<file path="src/sac_map.svh">
// Purpose: Addresses, field positions, reset values and timing counts of the converter control
// Assumes: Byte-wide CPU register port, 20-bit address space
// Notes:   Definitions only; included by the sequencer
//
// Contract
// - Channel code and operating mode choose the analog input routed to sampling.
// - Inputs are sampled one at a time and held for the whole conversion.
// - Tap selector follows the approximation value, one of 256 equal steps.
// - Approximation resolves one bit per comparison, most significant bit first.
// - After the last bit, the approximation is copied into the result register.
// - Result register content after reset is undefined and not relied upon.
// - Trigger pin edge detector yields external interrupt and trigger; polarity selectable.
// - Mode register: 8 bits at 0FF68H, byte and single-bit writable, readable.
// - Mode bit 0: zero scans several channels, one converts a single channel.
// - Mode bits 1 to 3 hold channel code; single mode converts input n.
// - Scan mode with code n converts channels 0 through n in order.
// - Mode bit 5 picks scanning without or with delay control.
// - With trigger enable and run set, each valid edge restarts the sequence; the code ignores an edge that arrives in the idle state.
// - With trigger enable clear, trigger pin has no effect on conversions.
// - Setting run bit 7 starts conversion operation.
// - Clearing run aborts at once; result unchanged, no completion interrupt.
// - While run is clear, the comparator power-down control is asserted.
// - Reset clears the mode register to 00H.
// - Halt with run set stops conversion but keeps the comparator powered.
// - Conversions repeat until run clears; any mode write reinitialises the operation.
// - Completion interrupt is raised when a result enters the result register.
// - Mode bit 4 selects speed; fast takes 120 clocks, slow takes longer.
`ifndef SAC_MAP_SVH
`define SAC_MAP_SVH

// ----------------------------------------------------------------
// Register addresses
// ----------------------------------------------------------------
`define SAC_ADDR_MODE      20'h0_FF68
`define SAC_ADDR_RESULT    20'h0_FF6A
`define SAC_MODE_RESET     8'h00

// ----------------------------------------------------------------
// Mode register fields
// ----------------------------------------------------------------
`define SAC_BIT_SINGLE     0
`define SAC_CODE_LSB       1
`define SAC_CODE_MSB       3
`define SAC_BIT_FAST       4
`define SAC_BIT_DELAY      5
`define SAC_BIT_TRIG       6
`define SAC_BIT_RUN        7

// ----------------------------------------------------------------
// Timing counts in system clocks
// ----------------------------------------------------------------
`define SAC_FAST_CONV_CLK  16'h0078
`define SAC_FAST_BIT_CLK   16'h000C
`define SAC_SLOW_CONV_CLK  16'h00F2
`define SAC_SLOW_BIT_CLK   16'h0018
`define SAC_SCAN_DELAY_CLK 16'h0010

`endif

</file>
<file path="src/sac_pkg.sv">
// Purpose: Types shared by the converter control modules
// Assumes: Nothing beyond the map header
// Notes:   State codes are one-hot
package sac_pkg;

  typedef enum logic [4:0] {
    SAC_ST_IDLE    = 5'b0_0001,
    SAC_ST_WAIT    = 5'b0_0010,
    SAC_ST_SAMPLE  = 5'b0_0100,
    SAC_ST_COMPARE = 5'b0_1000,
    SAC_ST_DELAY   = 5'b1_0000
  } sac_state_e;

  typedef enum logic [1:0] {
    SAC_EDGE_FALL = 2'h0,
    SAC_EDGE_RISE = 2'h1,
    SAC_EDGE_BOTH = 2'h2,
    SAC_EDGE_NONE = 2'h3
  } sac_edge_e;

  typedef struct packed {
    logic armed;
    logic prevPin;
    logic pulse;
  } sac_edge_s;

  typedef struct packed {
    logic [7:0]  mode;
    sac_state_e  state;
    logic [7:0]  approx;
    logic [2:0]  bitIdx;
    logic [15:0] cnt;
    logic [2:0]  chan;
    logic [7:0]  result;
    logic        doneIrq;
    logic [7:0]  rdData;
  } sac_seq_s;

endpackage

</file>
<file path="src/sac_edge_detect.sv">
// Purpose: Valid-edge detector on the shared trigger pin
// Assumes: Pin is synchronous to clk
// Notes:   First sample after reset only arms the detector
`timescale 1ns/1ps
module sac_edge_detect (
  input  wire logic       clk,
  input  wire logic       arst_n,
  input  wire logic       triggerPin,
  input  wire logic [1:0] edgeMode,
  output logic            edgePulse
);

  sac_pkg::sac_edge_s st_r;
  sac_pkg::sac_edge_s st_nxt;
  logic               rise;
  logic               fall;

  assign rise = st_r.armed && triggerPin && !st_r.prevPin;
  assign fall = st_r.armed && !triggerPin && st_r.prevPin;

  always_comb begin
    st_nxt         = st_r;
    st_nxt.armed   = 1'b1;
    st_nxt.prevPin = triggerPin;
    case (sac_pkg::sac_edge_e'(edgeMode))
      sac_pkg::SAC_EDGE_FALL: st_nxt.pulse = fall;
      sac_pkg::SAC_EDGE_RISE: st_nxt.pulse = rise;
      sac_pkg::SAC_EDGE_BOTH: st_nxt.pulse = rise || fall;
      default:                st_nxt.pulse = 1'b0;
    endcase
  end

  always_ff @(posedge clk or negedge arst_n) begin
    if (!arst_n) begin
      st_r <= '0;
    end else begin
      st_r <= st_nxt;
    end
  end

  assign edgePulse = st_r.pulse;

endmodule // sac_edge_detect

</file>
<file path="src/sac_sequencer.sv">
// Purpose: Channel sequencing and successive approximation control of an 8-bit converter
// Assumes: Comparator answer compHigh is valid while its tap is presented
// Notes:   Result register is cleared by reset only for tidiness; software must not rely on it
`timescale 1ns/1ps
`include "sac_map.svh"
module sac_sequencer #(
  parameter logic [15:0] FAST_CONV_CLK  = `SAC_FAST_CONV_CLK,
  parameter logic [15:0] FAST_BIT_CLK   = `SAC_FAST_BIT_CLK,
  parameter logic [15:0] SLOW_CONV_CLK  = `SAC_SLOW_CONV_CLK,
  parameter logic [15:0] SLOW_BIT_CLK   = `SAC_SLOW_BIT_CLK,
  parameter logic [15:0] SCAN_DELAY_CLK = `SAC_SCAN_DELAY_CLK
) (
  input  wire logic        clk,
  input  wire logic        arst_n,
  input  wire logic [19:0] cpuAddr,
  input  wire logic        cpuWrEn,
  input  wire logic [7:0]  cpuWrData,
  input  wire logic        cpuBitWrEn,
  input  wire logic [2:0]  cpuBitSel,
  input  wire logic        cpuBitVal,
  input  wire logic        cpuRdEn,
  output logic      [7:0]  cpuRdData,
  input  wire logic        triggerPin,
  input  wire logic [1:0]  edgeMode,
  input  wire logic        haltMode,
  input  wire logic        compHigh,
  output logic      [2:0]  analogSelect,
  output logic             sampleEn,
  output logic      [7:0]  tapSelect,
  output logic             compPowerDown,
  output logic             conversionDoneIrq,
  output logic             triggerIrq
);

  // ----------------------------------------------------------------
  // Declarations
  // ----------------------------------------------------------------
  sac_pkg::sac_seq_s st_r;
  sac_pkg::sac_seq_s st_nxt;
  logic              trigPulse;
  logic              modeHit;
  logic              modeWr;
  logic [7:0]        newMode;
  logic              runOn;
  logic              trigOn;
  logic              singleOn;
  logic              fastOn;
  logic              delayScan;
  logic [2:0]        code;
  logic [15:0]       bitLen;
  logic [15:0]       sampleLen;
  logic [2:0]        firstChan;
  logic [2:0]        nextChan;
  logic [7:0]        decided;

  // ----------------------------------------------------------------
  // Trigger pin edge detection
  // ----------------------------------------------------------------
  sac_edge_detect u_edge (
    .clk        (clk),
    .arst_n     (arst_n),
    .triggerPin (triggerPin),
    .edgeMode   (edgeMode),
    .edgePulse  (trigPulse)
  );

  // External interrupt request follows every valid edge, whatever the trigger enable
  assign triggerIrq = trigPulse;

  // ----------------------------------------------------------------
  // Mode decode
  // ----------------------------------------------------------------
  assign modeHit   = (cpuAddr == `SAC_ADDR_MODE);
  assign modeWr    = modeHit && (cpuWrEn || cpuBitWrEn);

  always_comb begin
    newMode = cpuWrData;
    if (!cpuWrEn) begin
      newMode            = st_r.mode;
      newMode[cpuBitSel] = cpuBitVal;
    end
  end

  assign runOn     = st_r.mode[`SAC_BIT_RUN];
  assign trigOn    = st_r.mode[`SAC_BIT_TRIG];
  assign singleOn  = st_r.mode[`SAC_BIT_SINGLE];
  assign fastOn    = st_r.mode[`SAC_BIT_FAST];
  // The prohibited single-with-delay code behaves as plain single mode
  assign delayScan = st_r.mode[`SAC_BIT_DELAY] && !singleOn;
  assign code      = st_r.mode[`SAC_CODE_MSB:`SAC_CODE_LSB];

  // Sampling takes what is left of the conversion after eight bit periods
  assign bitLen    = fastOn ? FAST_BIT_CLK : SLOW_BIT_CLK;
  assign sampleLen = fastOn ? FAST_CONV_CLK - (FAST_BIT_CLK << 3)
                            : SLOW_CONV_CLK - (SLOW_BIT_CLK << 3);

  assign firstChan = singleOn ? code : 3'h0;
  assign nextChan  = singleOn ? code :
                     (st_r.chan == code) ? 3'h0 : st_r.chan + 3'h1;

  // ----------------------------------------------------------------
  // Sequencer next state
  // ----------------------------------------------------------------
  always_comb begin
    st_nxt         = st_r;
    st_nxt.doneIrq = 1'b0;
    decided        = st_r.approx;
    if (!compHigh) begin
      decided[st_r.bitIdx] = 1'b0;
    end

    if (cpuRdEn) begin
      if (modeHit) begin
        st_nxt.rdData = st_r.mode;
      end else if (cpuAddr == `SAC_ADDR_RESULT) begin
        st_nxt.rdData = st_r.result;
      end else begin
        st_nxt.rdData = 8'h00;
      end
    end

    if (modeWr) begin
      // Any write drops the running conversion; with run set the idle state restarts it or waits for a trigger
      st_nxt.mode  = newMode;
      st_nxt.state = sac_pkg::SAC_ST_IDLE;
      st_nxt.cnt   = 16'h0000;
    end else if (!runOn || haltMode) begin
      st_nxt.state = sac_pkg::SAC_ST_IDLE;
      st_nxt.cnt   = 16'h0000;
    end else if (trigOn && trigPulse && st_r.state != sac_pkg::SAC_ST_IDLE) begin
      st_nxt.state  = sac_pkg::SAC_ST_SAMPLE;
      st_nxt.cnt    = 16'h0000;
      st_nxt.chan   = firstChan;
      st_nxt.approx = 8'h00;
    end else begin
      case (st_r.state)
        sac_pkg::SAC_ST_IDLE: begin
          if (trigOn) begin
            st_nxt.state = sac_pkg::SAC_ST_WAIT;
          end else begin
            st_nxt.state  = sac_pkg::SAC_ST_SAMPLE;
            st_nxt.cnt    = 16'h0000;
            st_nxt.chan   = firstChan;
            st_nxt.approx = 8'h00;
          end
        end
        sac_pkg::SAC_ST_WAIT: begin
          st_nxt.state = sac_pkg::SAC_ST_WAIT;
        end
        sac_pkg::SAC_ST_SAMPLE: begin
          if (st_r.cnt == sampleLen - 16'h0001) begin
            st_nxt.state  = sac_pkg::SAC_ST_COMPARE;
            st_nxt.cnt    = 16'h0000;
            st_nxt.approx = 8'h80;
            st_nxt.bitIdx = 3'h7;
          end else begin
            st_nxt.cnt = st_r.cnt + 16'h0001;
          end
        end
        sac_pkg::SAC_ST_COMPARE: begin
          if (st_r.cnt == bitLen - 16'h0001) begin
            st_nxt.cnt = 16'h0000;
            if (st_r.bitIdx == 3'h0) begin
              st_nxt.approx  = decided;
              st_nxt.result  = decided;
              st_nxt.doneIrq = 1'b1;
              st_nxt.chan    = nextChan;
              st_nxt.state   = delayScan ? sac_pkg::SAC_ST_DELAY
                                         : sac_pkg::SAC_ST_SAMPLE;
            end else begin
              st_nxt.approx = decided | (8'h01 << (st_r.bitIdx - 3'h1));
              st_nxt.bitIdx = st_r.bitIdx - 3'h1;
            end
          end else begin
            st_nxt.cnt = st_r.cnt + 16'h0001;
          end
        end
        sac_pkg::SAC_ST_DELAY: begin
          if (st_r.cnt == SCAN_DELAY_CLK - 16'h0001) begin
            st_nxt.state = sac_pkg::SAC_ST_SAMPLE;
            st_nxt.cnt   = 16'h0000;
          end else begin
            st_nxt.cnt = st_r.cnt + 16'h0001;
          end
        end
        default: begin
          st_nxt.state = sac_pkg::SAC_ST_IDLE;
          st_nxt.cnt   = 16'h0000;
        end
      endcase
    end
  end

  // ----------------------------------------------------------------
  // State register
  // ----------------------------------------------------------------
  always_ff @(posedge clk or negedge arst_n) begin
    if (!arst_n) begin
      st_r       <= '0;
      st_r.mode  <= `SAC_MODE_RESET;
      st_r.state <= sac_pkg::SAC_ST_IDLE;
    end else begin
      st_r <= st_nxt;
    end
  end

  // ----------------------------------------------------------------
  // Outputs
  // ----------------------------------------------------------------
  assign cpuRdData         = st_r.rdData;
  assign analogSelect      = st_r.chan;
  // Hold is kept through compare and delay so the tap sees a stable sample
  assign sampleEn          = (st_r.state == sac_pkg::SAC_ST_SAMPLE);
  assign tapSelect         = st_r.approx;
  // Halt does not touch the run bit, so the comparator stays powered
  assign compPowerDown     = !runOn;
  assign conversionDoneIrq = st_r.doneIrq;

  // ----------------------------------------------------------------
  // Checks
  // ----------------------------------------------------------------
  logic [15:0] convAge;
  logic        lastDecide;

  assign lastDecide = (st_r.state == sac_pkg::SAC_ST_COMPARE) && (st_r.bitIdx == 3'h0)
                      && (st_r.cnt == bitLen - 16'h0001);

  always_ff @(posedge clk or negedge arst_n) begin
    if (!arst_n) begin
      convAge <= 16'h0000;
    // A trigger restart during sampling re-enters sampling from sampling, so entry is seen by the zero count
    end else if (st_nxt.state == sac_pkg::SAC_ST_SAMPLE && st_nxt.cnt == 16'h0000) begin
      convAge <= 16'h0000;
    end else begin
      convAge <= convAge + 16'h0001;
    end
  end
endmodule // sac_sequencer

</file>
<file path="config.mk">
export PLATFORM = sky130hd
export DESIGN_NAME = sac_sequencer
export DESIGN_NICKNAME = d
export VERILOG_FILES = /design/src/sac_pkg.sv /design/src/sac_edge_detect.sv /design/src/sac_sequencer.sv
export VERILOG_INCLUDE_DIRS = /design/src
export SDC_FILE = /design/constraint.sdc
export NUM_CORES = 1
export LEC_CHECK = 0
export ABC_AREA = 1
export CORE_MARGIN = 4
export CORE_UTILIZATION = 45
export CTS_BUF_LIST = sky130_fd_sc_hd__clkbuf_16
export CTS_CLUSTER_SIZE = 20
export DETAILED_ROUTE_END_ITERATION = 10
export DONT_BUFFER_PORTS = 1
export HOLD_SLACK_MARGIN = 0.1
export SYNTH_ARGS = -nofsm -noshare
export SYNTH_HDL_FRONTEND = slang
export SYNTH_SLANG_ARGS = --single-unit
</file>
<file path="constraint.sdc">
create_clock -name clk -period 4.2 [get_ports clk]
set_input_delay 0.84 -clock clk [delete_from_list [all_inputs] [get_ports clk]]
set_output_delay 0.84 -clock clk [all_outputs]
set_load 0.1 [all_outputs]
</file>
==> qor.yml <==
synthesis:
  netlist_instances: 621
  synth_area_um2: 4410
  ys_top_cells_by_count: "166 x nand2_1, 62 x dfrtp_1, 62 x nor2_1, 57 x nand3_1, 54 x inv_1"
  synth.most_common_cell: "nand2_1"
  synth_top_area_share: 0.352
  synthTopCellsByArea: "dfrtp_1 35%, nand2_1 14%, nand3_1 6.5%, nor2_1 5.3%, inv_1 4.6%"
  synth_edf_count: 0
  syn_area_per_cell_um2: 7.10
  synth_fp_nets: 672
  ys_types: 38
  ys_async_sr_fraction: 1.00
  synth.largest_area_cell: "dfrtp_1"
  yosys_most_used_dff: "dfrtp_1"
  ys_seq_elements: 63
  yosysWarningCount: 0
  synth.yosys.seq_area_share: 0.358
critical_path:
  crit_required_ns: 4.46
  path_cells: "inv_1, nor2_1, inv_1, a21oi_2, nand2_2, inv_2, a21oi_1, nor2_1"
  crit_buf_inv: 3
  crit_fanout: 12
  cpLargestDelayFamily: "simple AND/OR/NAND/NOR gates"
  critPathKind: "flip-flop to flip-flop"
  worstSetupStartpointType: "flip-flop"
  reg2reg_slack_ns: 1.60
  max_stage_delay_ns: 0.90
  slowest_stage: "nor2_1"
  worstSetupEndpointType: "flip-flop"
  cp.arrival_ns: 2.86
placement:
  io_buffer_count: 0
  hpwl_um: 8370
  dp_slack_ns: 1.64
  gp_congestion: 0.851
global_routing:
  grt.total_usage: 0.207
  grt_remaining_overflow: 0
  grt_pass1_vias: 3812
  grt_antenna_before_repair: 0
  grt_max_degree: 64
  grt_first_pass_wirelength_um: 18800
sta:
  tightest_slew_ns: 1.03
  final.min_clock_period_ns: 2.60
  period_share: 0.618
  rsz0062_at_grt: "false"
  finalMaxSlewViolations: 0
  slew_headroom: 0.311
  fmax_mhz: 385
  holdWs_ns: 0.200
  hold_violations: 0
  fin_ws_ns: 1.60
  tns_ns: 0
  setup_viol: 0
  skew_ns: 0.00725
die:
  dieArea_um2: 11400
  die_w_um: 107
  fp.dieH_um: 107
  core_area_um2: 9370
  io_pins: 65
  rows: 35
  start_util: 0.470
pwr:
  leakage_nw: 2.14
  power_frac_seq: 0.408
  p_comb_frac: 0.022
  sw_frac_of_total: 0.219
  power.density_nw_per_um2: 345
  p_clk_frac: 0.571
  power_mw: 1.63
  ir_worst_vdd_v: 0.000199
  p_switching_uw: 356
  intPower_mw: 1.27
clock_network:
  clock-root-buffer: "clkbuf_16"
  post_cts_buffers: 0
  cts_tree: "built"
  clk_latency_ns: 0.33
  cts-hold-fix-buffers: 0
  cts_sinks: 63
  cts-resized-gates: 0
  cts-htree-levels: 3
  clkTransAtPathRegs_ns: 0.06
  max-clock-path-buffers: 2
  cts_buffers: 9
detailed_routing:
  postRouteAntennaNets: 0
  drt_first_pass_iters: 4
  wl_um: 11300
  vias: 3962
  drcViolationCount: 0
  viasPerCell: 5.42
  first_iter_violations: 263
  post_drt_wl_per_cell_um: 15.5
cells_and_area:
  fillers: 970
  area_delta_synth_final_pct: 6.95
  layout-drive-gt1-share: 0.0864
  diodes: 0
  fin_nets: 648
run:
  drv_cap: 0
min_path:
  hold_path_class: "input pin to asynchronous set/reset pin"
status:
  status: "complete, no violations"
## power by group through the flow
stage	sequential, mW	combinational [mW]	clock (mW)
2_1_floorplan	0.633	0.0801	0
3_3_place_gp	0.674	0.0345	0
3_5_place_dp	0.674	0.0350	0
4_1_cts	0.663	0.0351	0.950
5_1_grt	0.664	0.0404	0.973
6_report	0.663	0.0350	0.928
## path summary, 6_finish.rpt
check	startpoint	end	depth (start not counted)
setup reg to reg	runOn	st_r[23]	8
hold / removal	arst_n	st_r[21]	0
max in group asynchronous	arst_n	st_r[47]	0
hold reg to reg	st_r[16]	st_r[16]	2
setup / recovery	runOn	st_r[23]	8
min in group clk	st_r[16]	st_r[16]	2
## layout by cell type, fill, tap and decap left out, types with 2 or more instances in the layout
master | Yosys | routed
nand2_4 | 5 | 5
nor2_2 | 3 | 3
xnor2_1 | 4 | 4
o31ai_1 | 3 | 3
o21bai_1 | 2 | 2
nor2_1 | 62 | 62
nand3_2 | 2 | 2
nand2_1 | 166 | 166
inv_1 | 54 | 54
clkbuf_16 | 0 | 9
o21a_1 | 9 | 9
nand4_1 | 26 | 26
a31oi_1 | 9 | 9
inv_2 | 8 | 8
a21oi_2 | 2 | 2
xor2_1 | 5 | 5
clkinv_4 | 0 | 2
o211ai_1 | 9 | 9
a21boi_0 | 2 | 2
o21ai_0 | 28 | 28
bufinv_16 | 0 | 4
nor2_4 | 4 | 4
a22oi_1 | 7 | 7
dfrtp_1 | 62 | 62
nand2_2 | 6 | 6
a21oi_1 | 17 | 17
nand3_1 | 57 | 57
nor3_1 | 8 | 8
o21ai_1 | 9 | 9
nand4_2 | 2 | 2
ha_1 | 9 | 9
## flip-flops by register name (all words and copies together), names as in the netlist, 2 cells and up
| signal | flops |
|---|---|
| st_r | 34 |
| tapSelect | 8 |
| analogSelect | 3 |
| cpuRdData | 8 |
| u_edge.st_r | 2 |
| code | 3 |
## per-layer routing
layer,share of wire,track usage,up-vias,routed length (um)
met5,0,0,-,0
met3,0.071,0.0500,15,804
met1,0.47,0.284,1813,5340
met4,0.015,0.0630,0,174
li1,-,-,2001,-
met2,0.44,0.325,133,5000
## area by class of cell
class,count,area (um2),area share
sequential,63,1580,0.335
multi-input combinational,461,2370,0.503
clock buffer,9,225,0.0478
clock inverter,7,145,0.0308
tap,129,161,0.0342
inverter,62,233,0.0493
## through the flow
stage                util  instances  area, um2
floorplan               -        621       4410
global placement    0.464        715       4350
detailed placement  0.464        715       4350
CTS                 0.503        731       4720
global route        0.503        731       4720
finish              0.503        731       4720
## kinds of logic (layout without fill, tap and decap cells)
group | after synthesis | in the layout | share of synthesized area
flip-flops | 63 | 63 | 0.358
AND/OR/NAND/NOR | 344 | 344 | 0.359
AO/OA/AOI/OAI | 98 | 98 | 0.135
XOR/XNOR | 9 | 9 | 0.0179
buffers and inverters | 97 | 78 | 0.104
other | 1 | 1 | 0.000850
adder cells (fa/ha/maj) | 9 | 9 | 0.0255
## worst reg2reg max path, cell delays in order (launching register included)
cell and delay, ns:
dfrtp_1 0.34, inv_1 0.39, nor2_1 0.91, inv_1 0.16, a21oi_2 0.16, nand2_2 0.14
inv_2 0.24, a21oi_1 0.09, nor2_1 0.11
Power figures use the tool's default switching activity.
